===== config.mk =====
export PLATFORM = sky130hd
export DESIGN_NAME = exec_slice
export DESIGN_NICKNAME = d
export VERILOG_FILES = /design/src/logic/exec_slice.v
export VERILOG_INCLUDE_DIRS = /design/src /design/src/logic
export SDC_FILE = /design/constraint.sdc
export NUM_CORES = 1
export LEC_CHECK = 0
export ABC_AREA = 1
export BUFFER_PORTS_ARGS = -buffer_cell sky130_fd_sc_hd__buf_2
export CORE_MARGIN = 3
export CORE_UTILIZATION = 30
export CTS_BUF_LIST = sky130_fd_sc_hd__clkbuf_8
export DETAILED_ROUTE_END_ITERATION = 6
export PLACE_DENSITY_LB_ADDON = 0.05
export SLEW_MARGIN = 10
export SYNTH_ARGS = -nofsm -noshare
export SYNTH_HDL_FRONTEND = slang
export SYNTH_SLANG_ARGS = --single-unit

===== constraint.sdc =====
create_clock -name clk_in -period 3 [get_ports clk_in]
set_input_delay 0.6 -clock clk_in [delete_from_list [all_inputs] [get_ports clk_in]]
set_output_delay 0.6 -clock clk_in [all_outputs]
set_load 0.03 [all_outputs]

===== src/logic/exec_slice_regs.vh =====
// exec_slice_regs.vh: constants for the load, jump, increment and block executor.
// assumes it is included by bare name from the executor module, the monitor and the bench.
`ifndef EXEC_SLICE_REGS_VH
`define EXEC_SLICE_REGS_VH

// ****************************************
// operation codes on op_in
// ****************************************
`define OP_INC_MEM 5'h00
`define OP_INC_REG 5'h01
`define OP_INC_PAIR 5'h02
`define OP_PORT_IN_DOWN 5'h03
`define OP_PORT_IN_UP 5'h04
`define OP_ABS_BRANCH 5'h05
`define OP_PAIR_BRANCH 5'h06
`define OP_REL_BRANCH 5'h07
`define OP_ACC_FROM_VEC 5'h08
`define OP_ACC_FROM_RFSH 5'h09
`define OP_VEC_FROM_ACC 5'h0A
`define OP_RFSH_FROM_ACC 5'h0B
`define OP_STORE_IMM 5'h0C
`define OP_STORE_REG 5'h0D
`define OP_STORE_PAIR 5'h0E
`define OP_MOVE_REG 5'h0F
`define OP_LOAD_PAIR_MEM 5'h10
`define OP_LOAD_PAIR_IMM 5'h11
`define OP_LOAD_STK 5'h12
`define OP_BLOCK_DOWN 5'h13
`define OP_BLOCK_UP 5'h14

// ****************************************
// register file indices and pair selects
// ****************************************
`define REG_B 3'h0
`define REG_C 3'h1
`define REG_D 3'h2
`define REG_E 3'h3
`define REG_H 3'h4
`define REG_L 3'h5
`define REG_A 3'h7
`define PAIR_CNT 2'h0
`define PAIR_TGT 2'h1
`define PAIR_PTR 2'h2
`define PAIR_STK 2'h3

// ****************************************
// reset values
// ****************************************
`define RST_BYTE 8'h00
`define RST_WORD 16'h0000

`endif


===== src/logic/exec_slice.v =====
// exec_slice.v: executor for increments, block port input, branches, loads and block moves.
// assumes memory and port slaves on the same clock answering each request with a one-cycle ack.
//
// Summary of operation
// - memory increment reads, adds one, writes back
// - register increment adds one in place
// - pair increment adds one to 16-bit pair
// - port input down stores, lowers pointer and count
// - repeating port input down runs until count zero
// - port input up stores, raises pointer, lowers count
// - repeating port input up stops at count zero
// - conditional absolute branch loads target when true
// - unconditional absolute branch always loads target
// - pair branch loads program counter from pair
// - unconditional relative branch adds displacement always
// - conditional relative branch adds displacement when true
// - accumulator loaded from vector or refresh
// - vector or refresh loaded from accumulator
// - immediate byte stored at addressed location
// - selected register stored at addressed location
// - pair stored as two bytes at address
// - register copied to register, source unchanged
// - pair loaded from memory or immediate
// - stack pointer loaded from selected pair
// - block move down copies, lowers pointers, counter
// - block move up copies, raises pointers, lowers counter
`timescale 1ns/1ps
`include "exec_slice_regs.vh"

module exec_slice (
  // clock and reset
  input wire clk_in,
  input wire rstn_in,
  // command
  input wire start_in,
  input wire [4:0] op_in,
  input wire repeat_in,
  input wire cond_en_in,
  input wire cond_in,
  input wire [2:0] dst_sel_in,
  input wire [2:0] src_sel_in,
  input wire [1:0] pair_sel_in,
  input wire [15:0] imm_in,
  input wire [7:0] disp_in,
  output wire busy_out,
  output wire done_out,
  // memory bus
  output wire mem_req_out,
  output wire mem_we_out,
  output wire [15:0] mem_addr_out,
  output wire [7:0] mem_wdata_out,
  input wire [7:0] mem_rdata_in,
  input wire mem_ack_in,
  // port bus
  output wire io_req_out,
  output wire [7:0] io_addr_out,
  input wire [7:0] io_rdata_in,
  input wire io_ack_in,
  // register views
  output wire [15:0] pc_out,
  output wire [15:0] stk_out,
  output wire [7:0] acc_out,
  output wire [15:0] counter_out
);

  // ****************************************
  // states
  // ****************************************
  localparam S_IDLE = 2'h0;
  localparam S_RD = 2'h1;
  localparam S_WR = 2'h2;
  localparam S_IO = 2'h3;

  // ****************************************
  // storage
  // ****************************************
  reg [7:0] gpr_reg [0:7]; // byte registers, index 6 spare
  reg [15:0] pc_reg; // address after the current instruction
  reg [15:0] stk_reg; // stack pointer
  reg [7:0] vec_reg; // interrupt vector register
  reg [7:0] rfsh_reg; // refresh register
  reg [1:0] state_reg; // sequencer state
  reg [4:0] op_reg; // latched operation
  reg rep_reg; // latched repeat request
  reg [1:0] pair_reg; // latched pair select
  reg [7:0] lo_reg; // low byte held between two reads
  reg hi_reg; // second byte of a word transfer
  reg done_reg; // completion pulse
  reg mem_req_reg; // memory request held until ack
  reg mem_we_reg; // write strobe qualifier
  reg [15:0] mem_addr_reg; // memory address
  reg [7:0] mem_wdata_reg; // memory write data
  reg io_req_reg; // port request held until ack
  reg [7:0] io_addr_reg; // port address
  integer i;

  // read one pair by select; used for branches, loads and updates
  function [15:0] pair_get;
    input [1:0] sel;
    begin
      case (sel)
        `PAIR_CNT: pair_get = {gpr_reg[`REG_B], gpr_reg[`REG_C]};
        `PAIR_TGT: pair_get = {gpr_reg[`REG_D], gpr_reg[`REG_E]};
        `PAIR_PTR: pair_get = {gpr_reg[`REG_H], gpr_reg[`REG_L]};
        default: pair_get = stk_reg;
      endcase
    end
  endfunction

  // pointer and counter views
  wire [15:0] ptr_w = pair_get(`PAIR_PTR);
  wire [15:0] tgt_w = pair_get(`PAIR_TGT);
  wire [15:0] cnt_w = pair_get(`PAIR_CNT);
  wire [15:0] sel_pair_w = pair_get(pair_sel_in); // pair named by the command
  wire [15:0] held_pair_w = pair_get(pair_reg); // latched pair, for the second byte
  wire [7:0] b_dec_w = gpr_reg[`REG_B] - 8'h01;
  wire [15:0] cnt_dec_w = cnt_w - 16'h0001;
  wire [15:0] disp_ext_w = {{8{disp_in[7]}}, disp_in};
  wire taken_w = ~cond_en_in | cond_in;
  wire down_w = (op_reg == `OP_PORT_IN_DOWN) || (op_reg == `OP_BLOCK_DOWN);
  wire [15:0] step_w = down_w ? 16'hFFFF : 16'h0001;

  // write a pair in place; only called from the sequencer process
  task pair_set;
    input [1:0] sel;
    input [15:0] val;
    begin
      case (sel)
        `PAIR_CNT: begin
          gpr_reg[`REG_B] <= val[15:8];
          gpr_reg[`REG_C] <= val[7:0];
        end
        `PAIR_TGT: begin
          gpr_reg[`REG_D] <= val[15:8];
          gpr_reg[`REG_E] <= val[7:0];
        end
        `PAIR_PTR: begin
          gpr_reg[`REG_H] <= val[15:8];
          gpr_reg[`REG_L] <= val[7:0];
        end
        default: stk_reg <= val;
      endcase
    end
  endtask

  // ****************************************
  // sequencer and register file
  // ****************************************
  always @(posedge clk_in or negedge rstn_in) begin
    if (!rstn_in) begin
      for (i = 0; i < 8; i = i + 1) begin
        gpr_reg[i] <= `RST_BYTE;
      end
      pc_reg <= `RST_WORD;
      stk_reg <= `RST_WORD;
      vec_reg <= `RST_BYTE;
      rfsh_reg <= `RST_BYTE;
      state_reg <= S_IDLE;
      op_reg <= 5'h00;
      rep_reg <= 1'b0;
      pair_reg <= 2'h0;
      lo_reg <= `RST_BYTE;
      hi_reg <= 1'b0;
      done_reg <= 1'b0;
      mem_req_reg <= 1'b0;
      mem_we_reg <= 1'b0;
      mem_addr_reg <= `RST_WORD;
      mem_wdata_reg <= `RST_BYTE;
      io_req_reg <= 1'b0;
      io_addr_reg <= `RST_BYTE;
    end else begin
      done_reg <= 1'b0;
      case (state_reg)
        S_IDLE: begin
          if (start_in) begin
            op_reg <= op_in;
            rep_reg <= repeat_in;
            pair_reg <= pair_sel_in;
            hi_reg <= 1'b0;
            case (op_in)
              // read the location first; increment adds one on the way back, block moves copy it
              `OP_INC_MEM, `OP_BLOCK_DOWN, `OP_BLOCK_UP: begin
                mem_addr_reg <= ptr_w;
                mem_we_reg <= 1'b0;
                mem_req_reg <= 1'b1;
                state_reg <= S_RD;
              end
              `OP_INC_REG: begin
                gpr_reg[dst_sel_in] <= gpr_reg[dst_sel_in] + 8'h01;
                done_reg <= 1'b1;
              end
              `OP_INC_PAIR: begin
                pair_set(pair_sel_in, pair_get(pair_sel_in) + 16'h0001);
                done_reg <= 1'b1;
              end
              // port address always from the select register
              `OP_PORT_IN_DOWN, `OP_PORT_IN_UP: begin
                io_addr_reg <= gpr_reg[`REG_C];
                io_req_reg <= 1'b1;
                state_reg <= S_IO;
              end
              `OP_ABS_BRANCH: begin
                if (taken_w) begin
                  pc_reg <= imm_in;
                end
                done_reg <= 1'b1;
              end
              `OP_PAIR_BRANCH: begin
                pc_reg <= pair_get(pair_sel_in);
                done_reg <= 1'b1;
              end
              // signed offset from the address after the instruction
              `OP_REL_BRANCH: begin
                if (taken_w) begin
                  pc_reg <= pc_reg + disp_ext_w;
                end
                done_reg <= 1'b1;
              end
              `OP_ACC_FROM_VEC, `OP_ACC_FROM_RFSH: begin
                gpr_reg[`REG_A] <= (op_in == `OP_ACC_FROM_VEC) ? vec_reg : rfsh_reg;
                done_reg <= 1'b1;
              end
              `OP_VEC_FROM_ACC: begin
                vec_reg <= gpr_reg[`REG_A];
                done_reg <= 1'b1;
              end
              `OP_RFSH_FROM_ACC: begin
                rfsh_reg <= gpr_reg[`REG_A];
                done_reg <= 1'b1;
              end
              `OP_STORE_IMM, `OP_STORE_REG: begin
                mem_addr_reg <= ptr_w;
                mem_wdata_reg <= (op_in == `OP_STORE_IMM) ? imm_in[7:0] :
                  gpr_reg[src_sel_in];
                mem_we_reg <= 1'b1;
                mem_req_reg <= 1'b1;
                state_reg <= S_WR;
              end
              // low byte at the address, high byte one above
              `OP_STORE_PAIR: begin
                mem_addr_reg <= imm_in;
                mem_wdata_reg <= sel_pair_w[7:0];
                mem_we_reg <= 1'b1;
                mem_req_reg <= 1'b1;
                state_reg <= S_WR;
              end
              `OP_MOVE_REG: begin
                gpr_reg[dst_sel_in] <= gpr_reg[src_sel_in];
                done_reg <= 1'b1;
              end
              `OP_LOAD_PAIR_MEM: begin
                mem_addr_reg <= imm_in;
                mem_we_reg <= 1'b0;
                mem_req_reg <= 1'b1;
                state_reg <= S_RD;
              end
              `OP_LOAD_PAIR_IMM: begin
                pair_set(pair_sel_in, imm_in);
                done_reg <= 1'b1;
              end
              `OP_LOAD_STK: begin
                stk_reg <= sel_pair_w;
                done_reg <= 1'b1;
              end
              // unknown codes finish at once with no effect
              default: begin
                done_reg <= 1'b1;
              end
            endcase
          end
        end
        // memory read answered
        S_RD: begin
          if (mem_ack_in) begin
            case (op_reg)
              `OP_INC_MEM: begin
                mem_wdata_reg <= mem_rdata_in + 8'h01;
                mem_we_reg <= 1'b1;
                state_reg <= S_WR;
              end
              `OP_LOAD_PAIR_MEM: begin
                if (!hi_reg) begin
                  lo_reg <= mem_rdata_in;
                  mem_addr_reg <= mem_addr_reg + 16'h0001;
                  hi_reg <= 1'b1;
                end else begin
                  pair_set(pair_reg, {mem_rdata_in, lo_reg});
                  mem_req_reg <= 1'b0;
                  done_reg <= 1'b1;
                  state_reg <= S_IDLE;
                end
              end
              // block move: source byte goes to the target pointer
              default: begin
                mem_addr_reg <= tgt_w;
                mem_wdata_reg <= mem_rdata_in;
                mem_we_reg <= 1'b1;
                state_reg <= S_WR;
              end
            endcase
          end
        end
        // memory write answered
        S_WR: begin
          if (mem_ack_in) begin
            mem_req_reg <= 1'b0;
            mem_we_reg <= 1'b0;
            state_reg <= S_IDLE;
            case (op_reg)
              // pointer moves one way, count always down
              `OP_PORT_IN_DOWN, `OP_PORT_IN_UP: begin
                pair_set(`PAIR_PTR, ptr_w + step_w);
                gpr_reg[`REG_B] <= b_dec_w;
                if (rep_reg && b_dec_w != 8'h00) begin
                  io_req_reg <= 1'b1;
                  state_reg <= S_IO;
                end else begin
                  done_reg <= 1'b1;
                end
              end
              `OP_BLOCK_DOWN, `OP_BLOCK_UP: begin
                pair_set(`PAIR_PTR, ptr_w + step_w);
                pair_set(`PAIR_TGT, tgt_w + step_w);
                pair_set(`PAIR_CNT, cnt_dec_w);
                if (rep_reg && cnt_dec_w != 16'h0000) begin
                  mem_addr_reg <= ptr_w + step_w;
                  mem_req_reg <= 1'b1;
                  state_reg <= S_RD;
                end else begin
                  done_reg <= 1'b1;
                end
              end
              `OP_STORE_PAIR: begin
                if (!hi_reg) begin
                  hi_reg <= 1'b1;
                  mem_addr_reg <= mem_addr_reg + 16'h0001;
                  mem_wdata_reg <= held_pair_w[15:8];
                  mem_req_reg <= 1'b1;
                  mem_we_reg <= 1'b1;
                  state_reg <= S_WR;
                end else begin
                  done_reg <= 1'b1;
                end
              end
              default: begin
                done_reg <= 1'b1;
              end
            endcase
          end
        end
        // port read answered: one byte per read, stored at the pointer
        S_IO: begin
          if (io_ack_in) begin
            io_req_reg <= 1'b0;
            mem_addr_reg <= ptr_w;
            mem_wdata_reg <= io_rdata_in;
            mem_we_reg <= 1'b1;
            mem_req_reg <= 1'b1;
            state_reg <= S_WR;
          end
        end
        default: begin
          state_reg <= S_IDLE;
        end
      endcase
    end
  end

  // ****************************************
  // outputs
  // ****************************************
  assign busy_out = (state_reg != S_IDLE); // command accepted only while low
  assign done_out = done_reg;
  assign mem_req_out = mem_req_reg;
  assign mem_we_out = mem_we_reg;
  assign mem_addr_out = mem_addr_reg;
  assign mem_wdata_out = mem_wdata_reg;
  assign io_req_out = io_req_reg;
  assign io_addr_out = io_addr_reg;
  assign pc_out = pc_reg;
  assign stk_out = stk_reg;
  assign acc_out = gpr_reg[`REG_A];
  assign counter_out = cnt_w;

endmodule // exec_slice


* Yosys cells after proc, flatten, opt, wreduce, memory -nomap -nowiden
Index checks and enable logic that the tools add are counted.
** Word-level totals
- Word-level logic and storage cells :: 290
- Register bits :: 167
- Output and inout bits :: 93
- Input bits :: 61
** Cells by class
- Add/subtract/negate cells :: 9
- Magnitude comparators :: 3
- Muxes and demuxes :: 123
- Bitwise operators :: 5
- Equal/unequal tests :: 73
- Reduce and logical (&&, ||, !) cells :: 52
** Operators with widths (count)
- 16-bit two-way mux :: 29
- 48-bit two-way mux :: 4
- 16-bit case mux with 3 select lines :: 4
- 48-bit case mux with 4 select lines :: 1
- 48-bit case mux with 3 select lines :: 1
- 64-bit bitwise mux :: 2
- 16-bit case mux with 2 select lines :: 4
- 8-bit two-way mux :: 13
- 64-bit two-way mux :: 1
- 16-bit case mux with 4 select lines :: 1
- 8-bit case mux with 2 select lines :: 4
- 16-bit adder :: 3
- 8-bit binary-select mux with 3-bit select :: 2
- 5-bit by 4-bit equality test with 1-bit output (second input constant) :: 9
- 11-bit AND reduction :: 4
- 5-bit equality test (second input constant) :: 8
- 1-bit two-way mux :: 34
- 16-bit by 1-bit adder with 16-bit output (second input constant) :: 2
- 8-bit case mux with 4 select lines :: 1
- 2-bit != test (second input constant) :: 15
- 3-bit != test (second input constant) :: 10
- 5-bit by 3-bit equality test with 1-bit output (second input constant) :: 5
- 8-bit demux with 3-bit select :: 1
- 24-bit two-way mux :: 1
- other kinds (47) :: 106

* Logic depth before layout (Yosys ltp)
Gate-level depths: netlist (run 1).
- Depth in word-level cells :: 10
- Gate-level depth with buffers :: 22
- Depth with buffers taken out :: 20

* Worst setup path after synthesis (run 1)
No wires, ideal clock.
- Kind :: reg2reg
- Start point :: register op_reg[3]
- End point :: register mem_addr_reg[14] (netlist: mem_addr_out[14])
- Setup time :: 117 ps
- Buffers on the path :: 0
- Period minus slack after synthesis :: 2815 ps
- Stages on the path, launching flop included :: 19
- Slack :: 185 ps
- Data required time :: 2883 ps
- Arrival :: 2699 ps
- Path through :: dfrtp_1 nor2_2 nand3_2 inv_1 ha_1 a21oi_1 nor2_1 nor2_1 inv_1 a21oi_1 nand2_1 nand2_1 nand3_1 nand3_1 nand2_1 nand2_1 nand2_1 nand2_1 nand2_1
** On the way
- Cells in the longest elaborated chain, start to end :: 8
- Elaborated cells on any way between the ends :: 20
- Classes of those cells :: add/sub (1); eq/ne (8); mux (7); reduce/logical (4)
** RTL lines
- start, declared :: line exec_slice.v:83 : reg [4:0] op_reg;
- start signal, assigned :: line exec_slice.v:176 : op_reg <= op_in;
- 5-bit by 2-bit equality test with 1-bit output / 5-bit equality test (equally long branches)
- 1-bit logical OR :: line exec_slice.v:120 : wire down_w = (op_reg == `OP_PORT_IN_DOWN) || (op_reg == `OP_BLOCK_DOWN);
- 16-bit two-way mux :: line exec_slice.v:121 : wire [15:0] step_w = down_w ? 16'hFFFF : 16'h0001;
- 16-bit adder :: line exec_slice.v:326 : mem_addr_reg <= ptr_w + step_w;
- 16-bit two-way mux :: line exec_slice.v:325 : if (rep_reg && cnt_dec_w != 16'h0000) begin
- 16-bit case mux with 2 select lines :: line exec_slice.v:309 : case (op_reg)
- 16-bit two-way mux :: line exec_slice.v:305 : if (mem_ack_in) begin
- 16-bit case mux with 4 select lines :: line exec_slice.v:173 : case (state_reg)
- end signal, assigned :: line exec_slice.v:183 : mem_addr_reg <= ptr_w;
- end signal, assigned :: line exec_slice.v:326
- end signal, assigned :: line exec_slice.v:336 : mem_addr_reg <= mem_addr_reg + 16'h0001;
- end, declared :: line exec_slice.v:91 : reg [15:0] mem_addr_reg;
Several ways; a longest one is shown, not always the timed one. The select of a mux whose other input is x is not followed.
A chain may end at the register's enable or synchronous reset.

* Worst setup path after layout (run 1)
- Start point :: register gpr_reg[39] in the netlist's numbering
- End point :: register gpr_reg[42] in the netlist's numbering
** On the way
- Cells in the longest elaborated chain, start to end :: 9
- Elaborated cells on any way between the ends :: 12
- Classes of those cells :: add/sub (2); mux (10)
** RTL lines
- start, declared :: line exec_slice.v:77 : reg [7:0] gpr_reg [0:7];
- start signal, assigned by index :: line exec_slice.v:152 : gpr_reg[i] <= `RST_BYTE;
- start signal, assigned by index :: line exec_slice.v:189 : gpr_reg[dst_sel_in] <= gpr_reg[dst_sel_in] + 8'h01;
- start signal, assigned by index :: line exec_slice.v:220 : gpr_reg[`REG_A] <= (op_in == `OP_ACC_FROM_VEC) ? vec_reg : rfsh_reg;
- 16-bit case mux with 3 select lines :: line exec_slice.v:101 : case (sel)
- 16-bit two-way mux :: line exec_slice.v:180 : case (op_in)
- 16-bit two-way mux :: line exec_slice.v:175 : if (start_in) begin
- 16-bit two-way mux :: line exec_slice.v:173
- 16-bit by 1-bit adder with 16-bit output :: line exec_slice.v:193 : pair_set(pair_sel_in, pair_get(pair_sel_in) + 16'h0001);
- 16-bit two-way mux :: line exec_slice.v:128 : case (sel)
- 48-bit case mux with 4 select lines :: line exec_slice.v:180
- 64-bit two-way mux :: line exec_slice.v:175
- 48-bit case mux with 3 select lines * :: line exec_slice.v:173
Mark *: on every way between the ends. The rest lies on a longest branch, timed or not. The select of a mux whose other input is x is not followed.

==> results_dict.tcl, run 1 <==
set metrics [dict create \
    status "completed" \
    cts_tree "yes" \
    grt_antenna_before_repair 8 \
    gp_congestion 1.01 \
    critPathBufInv 1 \
    dp_slack_ns -0.516 \
    largest_register_ffs 32 \
    p_leak_uw 0.0105 \
    r2r_setup_slack_ns 0.08 \
    instances_no_fill 3917 \
    hold_viol_final 0 \
    drv_slew 0 \
    clockBufferDepth 2 \
    synth_cells 2851 \
    path_common_cell "nand3_1" \
    period_share 0.974 \
    syn_area_um2 17600 \
    clock_skew_ns 0.0327 \
    drt_iter0_markers 2502 \
    r2r_cells 12 \
    via_count 22000 \
    timing.rr.end "gpr_reg[42]" \
    synth.avg_cell_area_um2 6.18 \
    areaGrowthSynthToFinish_pct 20.2 \
    grt_usage 0.350 \
    first_pass_iters 6 \
    wire_per_inst_um 27.8 \
    synth_flop_cell "dfrtp_1" \
    drc 0 \
    p_per_area_nw_per_um2 1190 \
    dpl.hpwl_um 88600 \
    core_um2 57900 \
    holdPathEnd "rep_reg" \
    cts_max_level 4 \
    fp.dieArea_um2 61600 \
    min_period_ns 2.92 \
    yosys.area.top_type "dfrtp_1" \
    grt_max_degree 53 \
    ir_worst_vdd_v 0.000487 \
    io_pins 154 \
    cts_sinks 167 \
    hp-class "in2reg" \
    power_uw 25100 \
    arrival_ns 3.38 \
    fp-row-count 88 \
    tightest_slew_ns 0.833 \
    dpl.cell_count 3880 \
    critical_path.top_delay_family "simple AND/OR/NAND/NOR gates" \
    grt_pass1_vias 21000 \
    setup_tns_ns 0 \
    ys_seq_elements 167 \
    die_y_um 248 \
    grt_pass1_wl_um 153000 \
    viasPerCell 5.62 \
    slowest_delay_ns 0.76 \
    netlist_top_cells_area "dfrtp_1 24%, nand2_1 18%, a21oi_1 7.2%, o21ai_0 6.7%, nand3_1 5.4%" \
    synth_top_area_share 0.237 \
    drive_above_1_share 0.190 \
    setup_ws_ns 0.0770 \
    synth_nets 2970 \
    timing.rr.start "gpr_reg[39]" \
    root_buffer "clkbuf_8" \
    path_class "reg2reg" \
    cts_buffers 17 \
    cp_max_fo 5 \
    ys_warn_count 0 \
    insertion_delay_ns 0.60 \
    hold_start "repeat_in" \
    overflow 0 \
    crit_chain "o21ai_0 -> nand3_2 -> nand2_4 -> nor2_1 -> nand2_1 -> nor2_1 -> nand3_1 -> nand3_1 -> nand3_1 -> buf_4 -> o21ai_0 -> a21oi_1" \
    worstPathRequired_ns 3.45 \
    holdPathStages 3 \
    initial_core_util 0.304 \
    slew-limit-headroom 0.430 \
    wl_um 109000 \
    dieWidth_um 248 \
    cp-end-kind "flop" \
    ant_nets 0 \
    cp_slowest_cell "dfrtp_1" \
    fin_nets 3254 \
    cts_setup_buffers 0 \
    rsz0062_at_grt "no" \
    max_freq_mhz 342 \
    final-setup-viol-count 0 \
    ys_types 74 \
    synth_edf_count 0 \
    path_clk_slew_ns 0.14 \
    async_flop_share 1.00 \
    drv_cap 0 \
    seq_area_frac_synth 0.237 \
    port_buffers 153 \
    setup.worst_path.start_class "flop" \
]
## area by class of cell
cell class                      count  area [um2]
Clock buffer                       17         234
Inverter                          268        1010
Clock inverter                     15         203
Fill cell                        6611       36800
Sequential cell                   167        4180
Antenna cell                        4        10.0
Multi-Input combinational cell   2267       11700
Tap cell                          765         957
Timing Repair Buffer              414        2890
## how the worst max path moves through the flow
| stage | startpoint | endpoint | slack, ns | cells after the start |
|---|---|---|---|---|
| finish | gpr_reg[39] | gpr_reg[42] | 0.08 | 12 |
| global route | op_reg[3] | gpr_reg[30] | 0.01 | 19 |
| CTS | state_reg[0] | busy_out | 0.003 | 6 |
| detailed placement | dst_sel_in[0] | gpr_reg[42] | -0.52 | 14 |
| global placement | dst_sel_in[0] | gpr_reg[42] | -0.53 | 14 |
| floorplan | op_reg[3] | mem_addr_out[14] | 0.18 | 18 |
## cell families (layout without fill, tap and decap cells)
kind of cell    count (synthesis)  count (layout)  share of synthesized area
simple gates                 1434            1434                      0.352
compound gates                732             732                      0.242
buf+inv                       417             714                      0.103
flops                         167             167                      0.237
fa+ha+maj                      58              58                     0.0425
xor+xnor                       37              37                     0.0193
mux                             6               6                    0.00369
other cells                     0               4                          0
## worst reg2reg max path: cells and delay by family, from the launching register on
family | cells | cell delay, ns
simple gates | 8 | 1.13
flops | 1 | 0.76
compound gates | 3 | 0.70
buf+inv | 1 | 0.18
## per-stage QoR
stage                     instance area (um2)  hold WS [ns]  utilization
after floorplan                         17600         0.304            -
after global placement                  20600         0.462        0.357
after detailed placement                20600         0.475        0.357
after CTS                               21100         0.158        0.364
after global routing                    21200         0.207        0.365
final                                   21200         0.216        0.365
## power by group
group,switching [uW],total (uW),internal [uW]
Combinational,12400,18200,5750
Sequential,1650,4950,3300
Clock,1240,1970,721
Total,15300,25100,9780
## cells in the mapped netlist, drive strengths merged (3+ instances only)
cell type  count
o21ai        260
nor3          26
a31oi         34
clkinv         5
a21oi        257
nand3b         5
mux2           4
dfrtp        167
inv          263
a2bb2oi        6
o211ai        63
o21bai         5
clkbuf        67
fa             3
a22oi         18
a21boi        13
o221ai        17
a221oi         9
o2111ai        8
nand4         20
xnor2          4
a211oi         3
a21o           4
o22ai         19
nor4           4
or2           24
o21a           5
xor2          33
buf           82
ha            55
nor2         273
nand3        208
nand2        870
## placed cells by master, fill, tap and decap left out, types with 19 or more instances in the layout
cell type	netlist	layout
a21oi_1	255	254
buf_4	32	247
nand3_1	190	189
inv_2	19	20
o22ai_1	19	19
nor3_1	23	22
ha_1	55	54
o211ai_1	63	63
buf_2	29	152
nand4_1	19	19
o21ai_0	236	230
nor2_1	253	252
inv_1	243	242
nand2_1	838	838
or2_2	21	21
xor2_1	31	31
a31oi_1	34	34
dfrtp_1	167	166
nand2_2	25	25
## routing by layer
layer	wire length (um)	vias to the layer above	global-route usage
met4	5740	2	0.168
met1	46300	10600	0.468
li1	-	10100	-
met5	12	-	0
met2	48100	1073	0.543
met3	8660	211	0.0646
## what timing repair did
item / in CTS / in global routing
gates resized for setup: 4 / 15
hold buffers: 1 / 0
setup endpoints to repair: 3 / 26
hold endpoints to repair: 20 / 0
No activity file was read; power rests on OpenSTA's default activity.
==> run 2: changes to the inputs <==
==> constraint.sdc (replaced) <==
create_clock -name clk_in -period 3 [get_ports clk_in]
set_input_delay 0.3 -clock clk_in [delete_from_list [all_inputs] [get_ports clk_in]]
set_output_delay 0.3 -clock clk_in [all_outputs]
set_load 0.03 [all_outputs]
==> run 2 against run 1 <==
Against the previous run: setup slack better by 0.0057 ns; combinational power down 3%; design area down 2.0%; routed wire length down 1.9%; the run now ends with design-rule violations left.
==> results_dict.tcl, run 2 (synthesized netlist as in run 1, its figures left out) <==
set metrics [dict create \
    cts_sinks 167 \
    p_per_area_nw_per_um2 1180 \
    drc 2 \
    cp_max_fo 6 \
    final_common_cell "nand2_1" \
    hold_viol_final 0 \
    overflow 0 \
    critical_path.top_delay_family "simple AND/OR/NAND/NOR gates" \
    largest_register_ffs 32 \
    areaGrowthSynthToFinish_pct 17.7 \
    wl_um 107000 \
    ant_nets 0 \
    p_leak_uw 0.0102 \
    drive_above_1_share 0.179 \
    drv_slew 0 \
    worstPathRequired_ns 3.48 \
    grt_antenna_before_repair 3 \
    mostFrequentLayoutCells "838 x nand2_1, 254 x a21oi_1, 252 x nor2_1, 242 x inv_1, 232 x o21ai_0" \
    initial_core_util 0.304 \
    path_class "reg2reg" \
    dieWidth_um 248 \
    grt_pass1_vias 20200 \
    critPathBufInv 1 \
    first_pass_iters 7 \
    placed_area_um2 20200 \
    fp-row-count 88 \
    clock_skew_ns 0.0382 \
    wire_per_inst_um 27.6 \
    dpl.hpwl_um 86900 \
    crit_chain "nand3_1 -> nand3_2 -> nand2_4 -> nor2_1 -> nand2_1 -> nor2_1 -> nand3_1 -> nand3_1 -> nand3_1 -> o21ai_1 -> buf_4 -> a21oi_1" \
    insertion_delay_ns 0.60 \
    status "finished with violations" \
    hold_ws_ns 0.0647 \
    via_count 21600 \
    fin_nets 3209 \
    arrival_ns 3.39 \
    setup_tns_ns 0 \
    cts_buffers 17 \
    setup.worst_path.start_class "flop" \
    dp_slack_ns -0.293 \
    cts_tree "yes" \
    path_clk_slew_ns 0.11 \
    final-setup-viol-count 0 \
    gp_congestion 1.01 \
    setup_ws_ns 0.0827 \
    viasPerCell 5.59 \
    fin_area_um2 20700 \
    min_period_ns 2.92 \
    instances_no_fill 3870 \
    fillers 6495 \
    port_buffers 153 \
    clockBufferDepth 2 \
    grt_max_degree 76 \
    hp-class "in2reg" \
    grt_pass1_wl_um 149000 \
    period_share 0.972 \
    drv_cap 0 \
    drt_iter0_markers 2321 \
    die_y_um 248 \
    root_buffer "clkbuf_8" \
    ir_worst_vdd_v 0.000486 \
    dpl.cell_count 3829 \
    tightest_slew_ns 1.10 \
    grt_usage 0.342 \
    io_pins 154 \
    cts_max_level 4 \
    fp.dieArea_um2 61600 \
    cp-end-kind "flop" \
    slowest_delay_ns 0.73 \
    slew-limit-headroom 0.260 \
    core_um2 57900 \
    rsz0062_at_grt "yes" \
    path_common_cell "nand3_1" \
    max_freq_mhz 343 \
    cp_slowest_cell "dfrtp_1" \
    violations "design-rule violations" \
]
## run 2: cell count changes in the layout (fill, tap and decap cells not counted), moves of 2 or more
cell and delta:
inv_6 -4, o21ai_0 +2, buf_4 -45, dfrtp_2 +4, dlygate4sd3_1 +5, clkinvlp_4 +2, dfrtp_1 -4, buf_12 -5
diode_2 -2, clkinv_8 -6, clkinv_4 +4
## run 2: layer usage
layer,vias up,global-route usage,routed length (um)
li1,10000,-,-
met1,10400,0.463,46300
met2,989,0.533,47100
met4,0,0.149,5110
met5,-,0,0
met3,189,0.0609,8200
## run 2: per-stage QoR
step	utilization	power, uW
after floorplan	-	14400
after global placement	0.349	22100
after detailed placement	0.349	22000
after CTS	0.357	24000
after global routing	0.358	25900
final	0.358	24400
## run 2: path summary, 6_finish.rpt
path                                 startpoint             end  slack [ns]  cells after the start
worst max-delay path                gpr_reg[24]     gpr_reg[42]        0.08                     12
worst max register to register      gpr_reg[24]     gpr_reg[42]        0.08                     12
max in group asynchronous               rstn_in       pc_out[1]        1.79                      3
worst min-delay path            mem_rdata_in[4]       lo_reg[4]        0.06                      2
worst min register to register       vec_reg[3]      vec_reg[3]        0.49                      2
min in group asynchronous               rstn_in  io_addr_out[4]        0.27                      2
## run 2: final cells by class
cell class / instances / area, um2 / share of cell area
multi-input combinational: 2267 / 11700 / 0.563
sequential: 167 / 4190 / 0.202
timing repair buffer: 369 / 2500 / 0.121
antenna: 2 / 5.00 / 0.000241
clock inverter: 15 / 170 / 0.00821
clock buffer: 17 / 234 / 0.0113
inverter: 268 / 1010 / 0.0488
tap: 765 / 957 / 0.0462
## run 2: report_power, final
part / total [uW] / switching [uW] / internal, uW
sequential: 4850 / 1540 / 3310
combinational: 17700 / 12200 / 5440
clock: 1900 / 1140 / 760
total: 24400 / 14900 / 9510
## run 2: what timing repair did
item,in CTS,in global routing
setup buffers,0,1
gates resized for setup,1,22
hold endpoints to repair,77,0
endpoints found under the setup margin,1,29
hold buffers,6,0
